**src/verilog/dfd_map.vh**
```
// constants for the descriptor flag decoder: bit positions, opcodes, register map, codes
// assumes it is included by its bare name from the decoder sources
`ifndef DFD_MAP_VH
`define DFD_MAP_VH

// ****************************************
// flag bit positions
// ****************************************
`define DFD_FLAG_ADDR2_TC 10
`define DFD_FLAG_ADDR1_TC 9
`define DFD_FLAG_CACHE 8
`define DFD_FLAG_CHECK 7
`define DFD_FLAG_RSV_HI 6
`define DFD_FLAG_RSV_LO 5

// ****************************************
// operation codes
// ****************************************
`define DFD_OP_NOOP 8'h00
`define DFD_OP_BATCH 8'h01
`define DFD_OP_DRAIN 8'h02
`define DFD_OP_MOVE 8'h03
`define DFD_OP_FILL 8'h04
`define DFD_OP_COMPARE 8'h05
`define DFD_OP_CMP_PAT 8'h06
`define DFD_OP_MK_DELTA 8'h07
`define DFD_OP_AP_DELTA 8'h08
`define DFD_OP_DUALCAST 8'h09
`define DFD_OP_XLT_FETCH 8'h0A
`define DFD_OP_CRC_GEN 8'h10
`define DFD_OP_COPY_CRC 8'h11
`define DFD_OP_DIF_CHK 8'h12
`define DFD_OP_DIF_INS 8'h13
`define DFD_OP_DIF_STRIP 8'h14
`define DFD_OP_DIF_UPD 8'h15
`define DFD_OP_DIX_GEN 8'h17
`define DFD_OP_FLUSH 8'h20
`define DFD_OP_UPD_WIN 8'h21
`define DFD_OP_ID_COPY 8'h23
`define DFD_OP_ID_FILL 8'h24
`define DFD_OP_ID_CMP 8'h25
`define DFD_OP_ID_CMP_PAT 8'h26

// ****************************************
// access kinds for address slots 1 and 2
// ****************************************
`define DFD_A1_NONE 3'h0
`define DFD_A1_SRC_RD 3'h1
`define DFD_A1_LIST_RD 3'h2
`define DFD_A1_SRC1_RD 3'h3
`define DFD_A1_RB1 3'h4
`define DFD_A1_DELTA_RD 3'h5
`define DFD_A2_NONE 3'h0
`define DFD_A2_DST_WR 3'h1
`define DFD_A2_DST1_WR 3'h2
`define DFD_A2_SRC2_RD 3'h3
`define DFD_A2_RB2 3'h4

// ****************************************
// completion status codes
// ****************************************
`define DFD_ST_SUCCESS 8'h01
`define DFD_ST_FALSE_PRED 8'h02
`define DFD_ST_BAD_FLAGS 8'h11

// ****************************************
// register map
// ****************************************
`define DFD_REG_GRP_CFG 8'h00
`define DFD_REG_GEN_CAP 8'h04
`define DFD_REG_IRQ_STAT 8'h08
`define DFD_REG_IRQ_MASK 8'h0C
`define DFD_REG_LAST 8'h10
`define DFD_GRP_TC1_LSB 0
`define DFD_GRP_TC2_LSB 4
`define DFD_CAP_CACHE_BIT 0
`define DFD_IRQ_DECODED 0
`define DFD_IRQ_REJECT 1
`define DFD_IRQ_CPL 2
`define DFD_IRQ_W 3
`define DFD_GRP_CFG_RST 32'h0000_0000
`define DFD_IRQ_MASK_RST 3'h0

`endif

```
**src/verilog/dfd_op_class.v**
```verilog
// operation classifier: what each opcode does with address slots and memory writes
// assumes a registered opcode from the same clock domain; purely combinational
`default_nettype none
`include "dfd_map.vh"

module dfd_op_class
(
  input wire [7:0] opcode_i,
  output reg known_o,
  output reg writes_mem_o,
  output reg result_op_o,
  output reg is_flush_o,
  output reg [2:0] a1_kind_o,
  output reg [2:0] a2_kind_o
);

  always @*
  begin
    known_o = 1'b1;
    writes_mem_o = 1'b0;
    result_op_o = 1'b0;
    is_flush_o = 1'b0;
    a1_kind_o = `DFD_A1_SRC_RD;
    a2_kind_o = `DFD_A2_NONE;
    case (opcode_i)
      `DFD_OP_NOOP: a1_kind_o = `DFD_A1_NONE;
      `DFD_OP_BATCH: a1_kind_o = `DFD_A1_LIST_RD;
      `DFD_OP_DRAIN:
      begin
        a1_kind_o = `DFD_A1_RB1;
        a2_kind_o = `DFD_A2_RB2;
      end
      `DFD_OP_MOVE, `DFD_OP_COPY_CRC, `DFD_OP_DIF_INS, `DFD_OP_DIF_STRIP,
      `DFD_OP_DIF_UPD, `DFD_OP_DIX_GEN, `DFD_OP_ID_COPY:
      begin
        writes_mem_o = 1'b1;
        a2_kind_o = `DFD_A2_DST_WR;
      end
      `DFD_OP_FILL, `DFD_OP_ID_FILL:
      begin
        writes_mem_o = 1'b1;
        a1_kind_o = `DFD_A1_NONE;
        a2_kind_o = `DFD_A2_DST_WR;
      end
      `DFD_OP_COMPARE, `DFD_OP_MK_DELTA:
      begin
        result_op_o = 1'b1;
        writes_mem_o = (opcode_i == `DFD_OP_MK_DELTA);
        a1_kind_o = `DFD_A1_SRC1_RD;
        a2_kind_o = `DFD_A2_SRC2_RD;
      end
      `DFD_OP_CMP_PAT: result_op_o = 1'b1;
      `DFD_OP_AP_DELTA:
      begin
        writes_mem_o = 1'b1;
        a1_kind_o = `DFD_A1_DELTA_RD;
        a2_kind_o = `DFD_A2_DST_WR;
      end
      `DFD_OP_DUALCAST:
      begin
        writes_mem_o = 1'b1;
        a2_kind_o = `DFD_A2_DST1_WR;
      end
      `DFD_OP_ID_CMP: a2_kind_o = `DFD_A2_SRC2_RD;
      `DFD_OP_XLT_FETCH, `DFD_OP_CRC_GEN, `DFD_OP_DIF_CHK, `DFD_OP_UPD_WIN,
      `DFD_OP_ID_CMP_PAT: a1_kind_o = `DFD_A1_SRC_RD;
      `DFD_OP_FLUSH:
      begin
        is_flush_o = 1'b1;
        a1_kind_o = `DFD_A1_NONE;
        a2_kind_o = `DFD_A2_DST_WR;
      end
      default:
      begin
        known_o = 1'b0;
        a1_kind_o = `DFD_A1_NONE;
      end
    endcase
  end

endmodule // dfd_op_class
`default_nettype wire

```
**src/verilog/dfd_flag_decoder.v**
```verilog
// descriptor flag decoder: traffic class routing, cache hint, result check, flag validation
// assumes descriptors and results come from logic on clk_sys_i; registers on a strobe port
`default_nettype none
`include "dfd_map.vh"

module dfd_flag_decoder
#(
  parameter TC_W = 3,
  parameter CACHE_CTRL_SUP = 1'b1
)
(
  input wire clk_sys_i,
  input wire rst_b_i,
  input wire [7:0] reg_addr_i,
  input wire [31:0] reg_wdata_i,
  input wire reg_wr_i,
  input wire reg_rd_i,
  output reg [31:0] reg_rdata_o,
  output reg irq_o,
  input wire desc_valid_i,
  input wire [7:0] desc_opcode_i,
  input wire [23:0] desc_flags_i,
  output reg dec_valid_o,
  output reg dec_reject_o,
  output reg [2:0] a1_kind_o,
  output reg [TC_W-1:0] a1_tc_o,
  output reg [2:0] a2_kind_o,
  output reg [TC_W-1:0] a2_tc_o,
  output reg data_wr_cache_o,
  output reg cr_wr_cache_o,
  output reg check_en_o,
  input wire res_valid_i,
  input wire res_ok_i,
  input wire res_pred_i,
  input wire [7:0] res_err_code_i,
  output reg cpl_valid_o,
  output reg [7:0] cpl_status_o
);

  // ****************************************
  // helpers
  // ****************************************
  function [TC_W-1:0] pick_tc;
    input sel;
    input [TC_W-1:0] first_tc;
    input [TC_W-1:0] second_tc;
    begin
      pick_tc = sel ? second_tc : first_tc;
    end
  endfunction

  function hit;
    input [7:0] addr;
    input [7:0] offs;
    begin
      hit = (addr == offs);
    end
  endfunction

  // ****************************************
  // state
  // ****************************************
  reg [TC_W-1:0] first_traffic_class_value_q;
  reg [TC_W-1:0] second_traffic_class_value_q;
  reg [`DFD_IRQ_W-1:0] irq_stat_q;
  reg [`DFD_IRQ_W-1:0] irq_stat_d;
  reg [`DFD_IRQ_W-1:0] irq_mask_q;
  reg [7:0] last_status_q;
  reg [7:0] last_viol_q;
  reg check_q;
  reg [31:0] rdata_d;

  wire known;
  wire writes_mem;
  wire result_op;
  wire is_flush;
  wire [2:0] a1_kind;
  wire [2:0] a2_kind;

  dfd_op_class u_class
  (
    .opcode_i(desc_opcode_i),
    .known_o(known),
    .writes_mem_o(writes_mem),
    .result_op_o(result_op),
    .is_flush_o(is_flush),
    .a1_kind_o(a1_kind),
    .a2_kind_o(a2_kind)
  );

  // ****************************************
  // reserved flag checks
  // ****************************************
  wire [31:0] general_capability_word;
  wire cache_sup;
  wire rsv_a2;
  wire rsv_a1;
  wire rsv_cache;
  wire rsv_check;
  wire rsv_pad;
  wire [7:0] viol;
  wire bad;

  assign general_capability_word = {31'h0000_0000, (CACHE_CTRL_SUP != 0)};
  assign cache_sup = general_capability_word[`DFD_CAP_CACHE_BIT];
  // bit 10 reserved when neither destination, first destination, second source nor second readback is used
  assign rsv_a2 = (a2_kind == `DFD_A2_NONE) && desc_flags_i[`DFD_FLAG_ADDR2_TC];
  assign rsv_a1 = (a1_kind == `DFD_A1_NONE) && desc_flags_i[`DFD_FLAG_ADDR1_TC];
  assign rsv_cache = desc_flags_i[`DFD_FLAG_CACHE] &&
    (!cache_sup || is_flush || !writes_mem);
  assign rsv_check = desc_flags_i[`DFD_FLAG_CHECK] && !result_op;
  assign rsv_pad = |desc_flags_i[`DFD_FLAG_RSV_HI:`DFD_FLAG_RSV_LO];
  assign viol = {3'h0, rsv_pad, rsv_check, rsv_cache, rsv_a1, rsv_a2};
  // an unknown opcode is refused the same way as a reserved flag
  assign bad = |viol || !known;

  // ****************************************
  // register access
  // ****************************************
  wire wr_grp;
  wire wr_stat;
  wire wr_mask;
  wire [`DFD_IRQ_W-1:0] ev;
  wire [`DFD_IRQ_W-1:0] w1c;
  wire cpl_from_res;
  wire rej_now;
  wire acc_now;
  wire cpl_now;
  wire [`DFD_IRQ_W-1:0] mask_next;
  reg irq_d;

  assign rej_now = desc_valid_i && bad;
  assign acc_now = desc_valid_i && !bad;
  assign wr_grp = reg_wr_i && hit(reg_addr_i, `DFD_REG_GRP_CFG);
  assign wr_stat = reg_wr_i && hit(reg_addr_i, `DFD_REG_IRQ_STAT);
  assign wr_mask = reg_wr_i && hit(reg_addr_i, `DFD_REG_IRQ_MASK);
  // a rejection owns the completion slot; a result in the same cycle is dropped
  assign cpl_from_res = res_valid_i && !rej_now;
  assign cpl_now = rej_now || cpl_from_res;
  assign ev[`DFD_IRQ_DECODED] = acc_now;
  assign ev[`DFD_IRQ_REJECT] = rej_now;
  assign ev[`DFD_IRQ_CPL] = cpl_now;
  assign w1c = wr_stat ? reg_wdata_i[`DFD_IRQ_W-1:0] : {`DFD_IRQ_W{1'b0}};
  assign mask_next = wr_mask ? reg_wdata_i[`DFD_IRQ_W-1:0] : irq_mask_q;

  always @*
  begin
    // the set of an event wins over a clear in the same cycle
    irq_stat_d = (irq_stat_q & ~w1c) | ev;
    // the level output looks ahead at the next status and the next mask
    irq_d = |(irq_stat_d & mask_next);
  end

  always @*
  begin
    rdata_d = 32'h0000_0000;
    if (reg_rd_i)
    begin
      case (reg_addr_i)
        `DFD_REG_GRP_CFG:
        begin
          rdata_d[`DFD_GRP_TC1_LSB +: TC_W] = first_traffic_class_value_q;
          rdata_d[`DFD_GRP_TC2_LSB +: TC_W] = second_traffic_class_value_q;
        end
        `DFD_REG_GEN_CAP: rdata_d = general_capability_word;
        `DFD_REG_IRQ_STAT: rdata_d[`DFD_IRQ_W-1:0] = irq_stat_q;
        `DFD_REG_IRQ_MASK: rdata_d[`DFD_IRQ_W-1:0] = irq_mask_q;
        `DFD_REG_LAST: rdata_d[15:0] = {last_viol_q, last_status_q};
        default: rdata_d = 32'h0000_0000;
      endcase
    end
  end

  always @(posedge clk_sys_i or negedge rst_b_i)
  begin
    if (!rst_b_i)
    begin
      first_traffic_class_value_q <= {TC_W{1'b0}};
      second_traffic_class_value_q <= {TC_W{1'b0}};
      irq_mask_q <= `DFD_IRQ_MASK_RST;
      reg_rdata_o <= 32'h0000_0000;
    end
    else
    begin
      if (wr_grp)
      begin
        first_traffic_class_value_q <= reg_wdata_i[`DFD_GRP_TC1_LSB +: TC_W];
        second_traffic_class_value_q <= reg_wdata_i[`DFD_GRP_TC2_LSB +: TC_W];
      end
      if (wr_mask)
      begin
        irq_mask_q <= reg_wdata_i[`DFD_IRQ_W-1:0];
      end
      reg_rdata_o <= rdata_d;
    end
  end

  // ****************************************
  // interrupt
  // ****************************************
  always @(posedge clk_sys_i or negedge rst_b_i)
  begin
    if (!rst_b_i)
    begin
      irq_stat_q <= {`DFD_IRQ_W{1'b0}};
      irq_o <= 1'b0;
    end
    else
    begin
      irq_stat_q <= irq_stat_d;
      irq_o <= irq_d;
    end
  end

  // ****************************************
  // descriptor decode
  // ****************************************
  always @(posedge clk_sys_i or negedge rst_b_i)
  begin
    if (!rst_b_i)
    begin
      dec_valid_o <= 1'b0;
      dec_reject_o <= 1'b0;
      a1_kind_o <= `DFD_A1_NONE;
      a1_tc_o <= {TC_W{1'b0}};
      a2_kind_o <= `DFD_A2_NONE;
      a2_tc_o <= {TC_W{1'b0}};
      data_wr_cache_o <= 1'b0;
      cr_wr_cache_o <= 1'b0;
      check_en_o <= 1'b0;
      check_q <= 1'b0;
      last_viol_q <= 8'h00;
    end
    else
    begin
      dec_valid_o <= desc_valid_i;
      dec_reject_o <= rej_now;
      if (desc_valid_i)
      begin
        last_viol_q <= viol;
        a1_kind_o <= bad ? `DFD_A1_NONE : a1_kind;
        a2_kind_o <= bad ? `DFD_A2_NONE : a2_kind;
        // classes follow the flags even on a reject; the kinds carry the verdict
        a1_tc_o <= pick_tc(desc_flags_i[`DFD_FLAG_ADDR1_TC], first_traffic_class_value_q,
          second_traffic_class_value_q);
        a2_tc_o <= pick_tc(desc_flags_i[`DFD_FLAG_ADDR2_TC], first_traffic_class_value_q,
          second_traffic_class_value_q);
        data_wr_cache_o <= !bad && writes_mem && desc_flags_i[`DFD_FLAG_CACHE];
        cr_wr_cache_o <= 1'b1;
        check_en_o <= !bad && result_op && desc_flags_i[`DFD_FLAG_CHECK];
        // a rejected descriptor never runs, so its check flag is not kept
        if (!bad)
        begin
          check_q <= result_op && desc_flags_i[`DFD_FLAG_CHECK];
        end
      end
    end
  end

  // ****************************************
  // completion status
  // ****************************************
  reg [7:0] status_d;

  always @*
  begin
    status_d = `DFD_ST_SUCCESS;
    if (rej_now)
    begin
      status_d = `DFD_ST_BAD_FLAGS;
    end
    else if (!res_ok_i)
    begin
      status_d = res_err_code_i;
    end
    else if (check_q && !res_pred_i)
    begin
      status_d = `DFD_ST_FALSE_PRED;
    end
    else
    begin
      status_d = `DFD_ST_SUCCESS;
    end
  end

  always @(posedge clk_sys_i or negedge rst_b_i)
  begin
    if (!rst_b_i)
    begin
      cpl_valid_o <= 1'b0;
      cpl_status_o <= 8'h00;
      last_status_q <= 8'h00;
    end
    else
    begin
      cpl_valid_o <= cpl_now;
      if (cpl_now)
      begin
        cpl_status_o <= status_d;
        last_status_q <= status_d;
      end
    end
  end

endmodule // dfd_flag_decoder
`default_nettype wire

```
**config.mk**
```make
export PLATFORM = sky130hd
export DESIGN_NAME = dfd_flag_decoder
export DESIGN_NICKNAME = d
export VERILOG_FILES = /design/src/verilog/dfd_op_class.v /design/src/verilog/dfd_flag_decoder.v
export VERILOG_INCLUDE_DIRS = /design/src /design/src/verilog
export SDC_FILE = /design/constraint.sdc
export NUM_CORES = 1
export LEC_CHECK = 0
export BUFFER_PORTS_ARGS = -buffer_cell sky130_fd_sc_hd__clkbuf_2
export CAP_MARGIN = 20
export CORE_ASPECT_RATIO = 1.1
export CORE_MARGIN = 4
export CORE_UTILIZATION = 52
export CTS_BUF_LIST = sky130_fd_sc_hd__clkbuf_8
export CTS_CLUSTER_DIAMETER = 200
export DETAILED_ROUTE_END_ITERATION = 10
export PLACE_DENSITY = 0.88
export SETUP_SLACK_MARGIN = 0.05
export SYNTH_ARGS = -nofsm -noshare
export SYNTH_HDL_FRONTEND = slang
export SYNTH_SLANG_ARGS = --single-unit
```
**constraint.sdc**
```tcl
create_clock -name clk_sys_i -period 2.2 [get_ports clk_sys_i]
set_clock_uncertainty 0.05 [all_clocks]
set_input_delay 0.22 -clock clk_sys_i [delete_from_list [all_inputs] [get_ports clk_sys_i]]
set_output_delay 0.22 -clock clk_sys_i [all_outputs]
set_load 0.05 [all_outputs]
```
==> metrics.md, run 1 <==
| Metric | Value |
|---|---|
| TritonCTS Buffers | 9 |
| Share of cells above drive strength 1 | 0.4238 |
| Yosys Warn Count | 0 |
| Initial antenna violation count | 0 |
| Post-synth EDFFs | 0 |
| Ys flop type | dfrtp_1 |
| Synth area leaders | dfrtp_1 47%, buf_4 4.8%, mux2_2 4.4% |
| FF+latch count, synth | 58 |
| Power, Total | 2.594 mW |
| CP peak stage delay | between 0.5 and 0.6 ns |
| Final setup TNS | 0 ns |
| Setup-failing EPs final | 0 |
| Clock Sinks | 58 |
| Critical Path RT | 2.39 ns |
| Fmax | around 500 MHz |
| Endpoints failing hold | 0 |
| Nets | 536 |
| Most frequent cell after synthesis | dfrtp_1 |
| HPWL Detailed | 6628 µm |
| H-tree level count | 3 |
| Placed Instances | 513 |
| Arrival time worst endpoint | 2.22 ns |
| Fin crit share | 0.9222 |
| Max-slew violations | 0 |
| Layout overhead on the synthesized area | 35.48% |
| Rel. slew slack | 0.5414 |
| Die area | 7269 µm² |
| Port bufs | slightly above 80 |
| Die Ht | between 80 and 90 µm |
| Later-pin clock latency in the skew report | 0.33 ns |
| Outcome | completed |
| GRT Total Usage | 0.2537 |
| Maximum vdd ir drop | 0.0003857 V |
| Final critical-path required period | between 2 and 2.5 ns |
| Power per cell area | 617.1 nW/µm² |
| Fill cell count | 438 |
| Largest net degree at the start of global routing | 33 |
| Setup CP Type | in2reg |
| Post-synthesis sequential area ratio | 0.4677 |
| CTS root buf | clkbuf_8 |
| Post-CTS Setup Inserts | 0 |
| Core ar. | approximately 5800 µm² |
| DR vias | 2837 |
| CP Max Fanout | 4 |
| Total I/O pin count | 147 |
| Share of the synthesized area in the top cell type | 0.4677 |
| Netlist cell types | 58 |
| WL per Instance | 16.83 µm |
| Cells after Synth | 310 |
| Cell area after synthesis | 3103 µm² |
| Worst-case clock buffer depth | 2 |
| Post-route antenna net violation count | 0 |
| WL final | 8922 µm |
| GP Congestion | 0.8970 |
| Starting Density | 0.5378 |
| Worst-path clk slew | around 0.070 ns |
| Crit path cell chain | clkbuf_2, or4_1, o31a_1, nor3_2, o21ai_2, a2111oi_4, nand2_2, o41ai_2 |
| Commonest cells post-synth | 58 x dfrtp_1, 27 x nor2_1, 23 x a21oi_1 |
| Critical path endpoint category | flip-flop |
| Vias in the first global route | 2775 |
| DRC Markers | 0 |
| Post-synth top area cell | dfrtp_1 |
| Site Rows | 29 |
| CP startpoint kind | input port |
| Post-synth ARST share | 1.000 |
| Lkg Pwr | between 2 and 2.5 nW |
| Vias per cell | 5.353 |
| Detailed Route Iter0 Violations | 179 |
| RSZ-0062 raised after global routing | false |
| Worst Tran Pin Value | 0.6879 ns |
| Ant diodes | 0 |
| Max-cap violations | 0 |
| GR Overflow Total | 0 |
| Hold Path Class | in2reg |
| CTS tree | yes |
| Die outline width | 81.66 µm |
| First-pass GRT wire length | between 10000 and 15000 µm |
| Mapped Avg Cell Area | 10.01 µm² |
| TritonRoute pass-1 iters | 4 |
| Post-route insts no fill | 530 |
| CP max stage cell | or4_1 |
[kinds of logic (layout without fill, tap and decap cells)]
logic type | count (synthesis) | after routing | share of synthesized area
other | 1 | 19 | 0.001209
DFF | 58 | 58 | 0.4677
muxes | 22 | 22 | 0.07581
xor gates and xnor gates | 1 | 1 | 0.002823
AOI/OAI and AO/OA | 74 | 74 | 0.1686
buffers and inverters | 43 | 168 | 0.07822
and+or+nand+nor | 111 | 111 | 0.2056
[sequential cells by signal, summed over array words and instances (netlist names)]
name,cells
last_viol_q,5
first_traffic_class_value_q,3
irq_mask_q,3
irq_stat_q,3
a1_tc_o,3
a2_tc_o,3
check_q,1
dec_valid_o,1
second_traffic_class_value_q,3
data_wr_cache_o,1
a1_kind_o,3
a2_kind_o,3
cpl_valid_o,1
reg_rdata_o,13
last_status_q,8
cr_wr_cache_o,1
dec_reject_o,1
irq_o,1
check_en_o,1
[report_power, final]
| group | leakage (nW) | total (mW) | internal (mW) | switching [mW] |
|---|---|---|---|---|
| sequential | 0.753 | 1.13 | 1.10 | 0.0273 |
| combinational | 1.24 | 0.492 | 0.166 | 0.326 |
| clock | 0.107 | 0.971 | 0.545 | 0.426 |
| total | 2.10 | 2.59 | 1.82 | 0.779 |
[metal layers]
metal  GRT usage  vias up  routed length (µm)
li1            -     1343                   -
met1      0.3294     1359                3669
met2      0.4067      113                4474
met3     0.05343       22                 547
met4      0.1193        0                 231
met5           0        -                   0
[layout by cell type, fill, tap and decap left out, types with 3 or more instances in the layout]
cell,count
clkinv_2,3
nand2_1,17
nand2b_1,10
nor2_1,27
mux2_2,12
o2bb2ai_1,3
nor2b_1,7
clkbuf_8,10
nand3_1,6
nor3_1,4
dfrtp_1,58
and2_1,8
a22o_1,3
buf_4,57
inv_1,10
conb_1,19
nor3b_1,3
clkbuf_2,82
o21ai_0,11
a21oi_1,22
a21boi_0,3
nand3b_1,8
mux2i_1,10
[per-stage QoR]
| stage | cell area (µm²) | util | hold slack [ns] | worst slack [ns] |
|---|---|---|---|---|
| after global routing | 4204 | 0.7287 | 0.06223 | 0.03599 |
| after CTS | 4136 | 0.7170 | 0.06579 | 0.1052 |
| final | 4204 | 0.7287 | 0.07218 | 0.1712 |
| after floorplan | 3177 | - | -0.1256 | 0.07673 |
| after detailed placement | 3931 | 0.6814 | 0.2408 | -0.2523 |
| after global placement | 3931 | 0.6814 | 0.2362 | -0.2368 |
[layout make-up]
| type | count | area, µm² | area share |
|---|---|---|---|
| clock inverters | 6 | 57.56 | 0.01369 |
| flip-flops and latches | 58 | 1451 | 0.3452 |
| clock buffers | 10 | 137.6 | 0.03274 |
| well taps | 77 | 96.34 | 0.02292 |
| multi-input cells | 227 | 1548 | 0.3682 |
| repair buffers | 142 | 875.8 | 0.2083 |
| inverters | 10 | 37.54 | 0.008929 |
[worst max-delay path: cells and delay by family]
| kind | cells | cell delay, ns |
|---|---|---|
| buffers and inverters | 1 | 0.08 |
| AO/OA/AOI/OAI | 4 | 1.03 |
| AND/OR/NAND/NOR | 3 | 0.89 |
[path summary, 6_finish.rpt]
kind                                        start                to  slack (ns)  cells after the start
worst max-delay path             desc_opcode_i[7]      a1_kind_o[2]        0.17                      8
worst min-delay path            res_err_code_i[5]  last_status_q[5]        0.07                      3
worst max register to register      irq_mask_q[1]             irq_o        1.00                      4
worst min register to register      cr_wr_cache_o     cr_wr_cache_o        0.43                      1
max in group asynchronous                 rst_b_i    last_viol_q[0]        1.09                      3
min in group asynchronous                 rst_b_i    reg_rdata_o[1]        0.40                      2
[what timing repair did]
action / in CTS / in global routing
hold buffers: 1 / 0
setup endpoints to repair: 0 / 15
hold endpoints to repair: 26 / 0
gates resized for setup: 0 / 14
No activity file was read; power rests on OpenSTA's default activity.
==> run 2: changes to the inputs <==
==> constraint.sdc (replaced) <==
create_clock -name clk_sys_i -period 2.2 [get_ports clk_sys_i]
set_clock_uncertainty 0.05 [all_clocks]
set_input_delay 0 -clock clk_sys_i [delete_from_list [all_inputs] [get_ports clk_sys_i]]
set_output_delay 0 -clock clk_sys_i [all_outputs]
set_load 0.05 [all_outputs]
==> metrics.md, run 2 (synthesis gave the netlist of run 1 again) <==
| Metric | Value |
|---|---|
| Top Registers | reg_rdata_o (13), last_status_q (8), last_viol_q (5) |
| Top sig layer | met4 |
| Switching Share | 0.2908 (-0.009502) |
| Vias per cell | 5.529 (+3.3%) |
| Largest Register | reg_rdata_o |
| Die outline width | 81.66 µm (unchanged) |
| Fin worst setup slack | 0.2184 ns (+0.04720 ns) |
| Final critical-path required period | 1.982 ns (-0.04720 ns) |
| WP buf/inv | 2 (+1) |
| Maximum vdd ir drop | 0.0004491 V (+16%) |
| Setup WS pre-CTS | -0.1113 ns (+0.1410 ns) |
| CTS tree | yes |
| Fmax | 504.6 MHz (+2.4%) |
| Fill cell count | 374 (-15%) |
| Share of cells above drive strength 1 | 0.3535 (-0.07037) |
| Endpoints failing hold | 0 (unchanged) |
| Arrival time worst endpoint | 2.16 ns (-0.06 ns) |
| Initial antenna violation count | 0 (unchanged) |
| HPWL Detailed | 6007 µm (-9.4%) |
| H-tree level count | 3 (unchanged) |
| Combinational Power Share | 0.188 (-0.002) |
| Max-cap violations | 0 (unchanged) |
| RSZ-0062 raised after global routing | false |
| Post-route cell area | 4159 µm² (-1.1%) |
| GP Congestion | 0.9204 (+2.6%) |
| DR vias | 2897 (+2.1%) |
| DRC Markers | 0 (unchanged) |
| Final setup TNS | 0 ns (unchanged) |
| Rel. slew slack | 0.5039 (-0.03748) |
| Lkg Pwr | 2.035 nW (-3.3%) |
| Setup CP Type | in2reg |
| First-pass GRT wire length | 13390 µm (-3.3%) |
| Nets | 532 (-0.75%) |
| Layout overhead on the synthesized area | 34.03% |
| Met1 Wirelength | 3366 µm (-8.3%) |
| GRT Total Usage | 0.2487 (-0.004968) |
| DR WL met3 | 591 µm (+8.0%) |
| Worst Tran Pin Value | 0.7442 ns (+0.05622 ns) |
| Power per cell area | 623.6 nW/µm² (+1.1%) |
| Top cell by count, worst path | nand3_1 |
| Seq pwr share | 0.436 (about the same) |
| WL per Instance | 16.91 µm (+0.48%) |
| Detailed Route Iter0 Violations | 173 (-3.4%) |
| P_sw | 754.2 µW (-3.2%) |
| Hold Path Origin | res_err_code_i[4] |
| TritonRoute pass-1 iters | 4 (unchanged) |
| Util after Layout | 0.7209 (-0.007807) |
| Ant diodes | 0 (unchanged) |
| Worst-path clk slew | 0.06 ns (about the same) |
| CP startpoint kind | input port |
| Total I/O pin count | 147 (unchanged) |
| Flop2flop setup slack | 1.01 ns (about the same) |
| CP peak stage delay | 0.42 ns (-0.13 ns) |
| GR Overflow Total | 0 (unchanged) |
| Fin crit share | 0.9007 (-0.02146) |
| Die Ht | 89.02 µm (unchanged) |
| Critical path endpoint category | flip-flop |
| Clock Sinks | 58 (unchanged) |
| Crit path cell chain | clkbuf_2, buf_4, nand3_1, nand3_1, a2111oi_0, o21ai_1, a2111oi_4, nand2_2, o41ai_2 |
| Largest net degree at the start of global routing | 31 (-6.1%) |
| Vias in the first global route | 2828 (+1.9%) |
| TritonCTS Buffers | 9 (unchanged) |
| Critical Path RT | 2.38 ns (about the same) |
| Area after DPL | 3757 µm² (-4.4%) |
| WL met2 | 4515 µm (+0.92%) |
| Die area | 7269 µm² (unchanged) |
| Later-pin clock latency in the skew report | 0.33 ns (about the same) |
| Post-route antenna net violation count | 0 (unchanged) |
| CP Max Fanout | 11 (+7) |
| P_int | 1.840 mW (+1.3%) |
| Site Rows | 29 (unchanged) |
| Core ar. | 5769 µm² (unchanged) |
| CTS root buf | clkbuf_8 |
| Port bufs | 83 (unchanged) |
| Starting Density | 0.5378 (unchanged) |
| CP top delay family | compound AO/OA/AOI/OAI gates |
| CP startpoint | desc_opcode_i[2] |
| Worst-case clock buffer depth | 2 (unchanged) |
| Clk pwr share | 0.375 (about the same) |
| Max-slew violations | 0 (unchanged) |
| Commonest non-fill, non-tap cell in the layout | clkbuf_2 |
| Outcome | completed |
| Setup-failing EPs final | 0 (unchanged) |
| Most frequent cells in the layout | 83 x clkbuf_2, 58 x dfrtp_1, 32 x buf_4 |
| Hold Path Class | in2reg |
| FF-to-FF Start | irq_mask_q[1] |
| CP max stage cell | a2111oi_0 |
| Max reg flops | 13 (unchanged) |
| WL final | 8863 µm (-0.66%) |
run 2: area by class of cell:
| cell class | instances | area, µm² | share of cell area |
|---|---|---|---|
| well taps | 77 | 96.34 | 0.02316 |
| inverters | 10 | 37.54 | 0.009025 |
| multi-input cells | 227 | 1476 | 0.3550 |
| clock inverters | 3 | 40.04 | 0.009627 |
| repair buffers | 138 | 905.9 | 0.2178 |
| flip-flops and latches | 58 | 1451 | 0.3490 |
| clock buffers | 11 | 151.4 | 0.03640 |
run 2: power by group through the flow:
stage	registers, mW	clock network [mW]	logic [mW]
after floorplan	1.21	0	0.241
after global placement	1.15	0	0.437
after detailed placement	1.15	0	0.449
after CTS	1.13	0.980	0.481
after global routing	1.13	1.04	0.519
final	1.13	0.974	0.489
run 2: per-stage QoR:
step	hold WS (ns)	power, mW	cells
2_1_floorplan	-0.3456	1.452	328
3_3_place_gp	0.03567	1.583	489
3_5_place_dp	0.04138	1.598	489
4_1_cts	0.0004191	2.591	524
5_1_grt	0.03170	2.692	524
6_report	0.01299	2.594	524
run 2: path summary, 6_finish.rpt:
path                       cells after the start                to
min in group asynchronous                      2        a1_tc_o[0]
max reg2reg                                    4             irq_o
min                                            5  last_status_q[4]
max in group asynchronous                      3             irq_o
min reg2reg                                    1   reg_rdata_o[10]
max                                            9      a1_kind_o[2]
run 2: what timing repair did:
| action | 4_1_cts | 5_1_grt |
|---|---|---|
| hold endpoints to repair | 56 | 0 |
| gates resized for setup | 0 | 0 |
| hold buffers | 21 | 0 |
| setup buffers | 0 | 0 |
run 2: worst min-delay path, cell delays in order:
cell and delay [ns]:
clkbuf_2 0.08, inv_1 0.06, o21ai_0 0.08, o21ai_0 0.08, nand2_1 0.06
run 2: metal layers:
| layer | GRT usage | vias up |
|---|---|---|
| met5 | 0 | - |
| li1 | - | 1333 |
| met4 | 0.1480 | 0 |
| met2 | 0.4370 | 138 |
| met3 | 0.03931 | 29 |
| met1 | 0.2847 | 1397 |
==> run 3: changes to the inputs <==
Settings changed: BUFFER_PORTS_ARGS -buffer_cell sky130_fd_sc_hd__clkbuf_2 to unset, CORE_UTILIZATION 52 to 70, DONT_BUFFER_PORTS set to 1, PLACE_DENSITY 0.88 to 0.86.
==> metrics.md, run 3 (synthesis gave the netlist of run 1 again) <==
| Metric | Value |
|---|---|
| Outcome | finished with violations |
| Failing checks | negative setup slack |
| GR Overflow Total | 0 (unchanged) |
| Hold Path Class | in2reg |
| Nets | 452 (-15%) |
| HPWL Detailed | 5039 µm (-16%) |
| Initial antenna violation count | 0 (unchanged) |
| Ant diodes | 0 (unchanged) |
| H-tree level count | 3 (unchanged) |
| Power, Total | 2.691 mW (+3.8%) |
| WL per Instance | 27.08 µm (+60%) |
| Max reg flops | 13 (unchanged) |
| Final critical-path required period | 2.316 ns (+0.3341 ns) |
| DR vias | 3055 (+5.5%) |
| Setup-failing EPs final | 9 (+9) |
| Later-pin clock latency in the skew report | 0.35 ns (+0.02 ns) |
| TritonRoute pass-1 iters | 6 (+2) |
| Layout overhead on the synthesized area | 25.97% |
| Die outline width | 71.48 µm (-12%) |
| CTS tree | yes |
| Share of cells above drive strength 1 | 0.1626 (-0.1909) |
| Fmax | 431.8 MHz (-14%) |
| Fin crit share | 1.053 (+0.1519) |
| GRT Total Usage | 0.3838 (+0.1350) |
| RSZ-0062 raised after global routing | true |
| Largest Register | reg_rdata_o |
| Arrival time worst endpoint | 2.46 ns (+0.30 ns) |
| Worst Tran Pin Value | 0.9648 ns (+0.2207 ns) |
| Total I/O pin count | 147 (unchanged) |
| Top Registers | reg_rdata_o (13), last_status_q (8), last_viol_q (5) |
| Placed Instances | 353 (-28%) |
| Worst r2r path cells | 3 (-1) |
| Critical path endpoint category | flip-flop |
| Most frequent cells in the layout | 58 x dfrtp_1, 49 x dlygate4sd3_1, 27 x nor2_1 |
| Commonest non-fill, non-tap cell in the layout | dfrtp_1 |
| Worst-case clock buffer depth | 2 (unchanged) |
| Post-route insts no fill | 423 (-19%) |
| Fin worst setup slack | -0.1158 ns (-0.3341 ns) |
| Detailed Route Iter0 Violations | 509 (+190%) |
| Port bufs | 0 (-100%) |
| Post-route cell area | 3909 µm² (-6.0%) |
| Fill cell count | 150 (-60%) |
| DRC Markers | 0 (unchanged) |
| Vias per cell | 7.222 (+31%) |
| First-pass GRT wire length | 16030 µm (+20%) |
| Rel. slew slack | 0.3547 (-0.1492) |
| Setup CP Type | in2reg |
| GP Congestion | 0.8372 (-9.0%) |
| Core ar. | 4285 µm² (-26%) |
| Starting Density | 0.7241 (+0.1862) |
| Max-slew violations | 0 (unchanged) |
| Site Rows | 25 (-14%) |
| CP Max Fanout | 6 (-5) |
| CP startpoint kind | input port |
| Largest net degree at the start of global routing | 59 (+90%) |
| Die Ht | 77.83 µm (-13%) |
| Endpoints failing hold | 0 (unchanged) |
| Worst-path clk slew | 0.08 ns (+0.02 ns) |
| Area after DPL | 3063 µm² (-18%) |
| WL final | 11460 µm (+29%) |
| Power per cell area | 688.5 nW/µm² (+10%) |
| Critical Path RT | 2.35 ns (-0.03 ns) |
| Setup WS pre-CTS | 0.04483 ns (+0.1562 ns) |
| CTS root buf | clkbuf_8 |
| TritonCTS Buffers | 9 (unchanged) |
| Vias in the first global route | 2874 (+1.6%) |
| Lkg Pwr | 1.690 nW (-17%) |
| Hold Crit Depth | 2 (-3) |
| Maximum vdd ir drop | 0.0005205 V (+16%) |
| Post-route antenna net violation count | 0 (unchanged) |
| Die area | 5563 µm² (-23%) |
| Max-cap violations | 0 (unchanged) |
| Clock Sinks | 58 (unchanged) |
-- run 3: final cells by class --
cell class	count	area, µm²	area share
Timing Repair Buffer	58	578.1	0.1479
Sequential cell	58	1451	0.3713
Tap cell	54	67.56	0.01729
Clock buffer	13	178.9	0.04577
Multi-Input combinational cell	227	1550	0.3966
Inverter	10	37.54	0.009603
Clock inverter	3	45.04	0.01152
-- run 3: routing by layer --
| layer | vias to the layer above | share of wire | wire (µm) | global-route usage |
|---|---|---|---|---|
| li1 | 1175 | - | - | - |
| met1 | 1448 | 0.34 | 3875 | 0.4635 |
| met2 | 347 | 0.47 | 5425 | 0.6287 |
| met3 | 85 | 0.12 | 1404 | 0.1140 |
| met4 | 0 | 0.065 | 750 | 0.1711 |
| met5 | - | 0 | 0 | 0 |
-- run 3: where the power goes --
part           total (mW)  internal (mW)  switching (mW)
registers            1.21           1.10           0.105
logic               0.373          0.138           0.235
clock network        1.11          0.647           0.463
-- run 3: final timing paths --
check	start	endpoint	slack, ns
setup / recovery	desc_opcode_i[7]	a1_kind_o[1]	-0.12
hold / removal	reg_wdata_i[0]	irq_stat_q[0]	0.06
setup reg to reg	last_status_q[4]	reg_rdata_o[4]	0.45
hold reg to reg	last_viol_q[2]	last_viol_q[2]	0.43
max in group asynchronous	rst_b_i	last_viol_q[3]	1.72
min in group asynchronous	rst_b_i	irq_stat_q[0]	0.14
-- run 3: critical path, stage by stage --
cell           delay [ns]
dlygate4sd3_1        0.58
nor4_4               0.40
buf_4                0.20
o21ai_0              0.15
nor4b_4              0.21
a2111oi_4            0.40
nand2_2              0.13
o32ai_1              0.39
-- run 3: per-stage QoR --
step / util / hold WS [ns] / setup TNS (ns)
after floorplan: - / -0.3456 / 0
after CTS: 0.8879 / 0.006662 / 0
after global routing: 0.9121 / 0.04969 / -0.6215
after global placement: 0.7147 / -0.3444 / 0
final: 0.9121 / 0.05912 / -0.6193
after detailed placement: 0.7147 / -0.3443 / 0
-- run 3: timing repair --
| item | 4_1_cts | 5_1_grt |
|---|---|---|
| hold endpoints to repair | 107 | 0 |
| hold buffers | 50 | 0 |
| setup endpoints to repair | 0 | 22 |
| setup buffers | 0 | 4 |
| resized for setup | 0 | 15 |
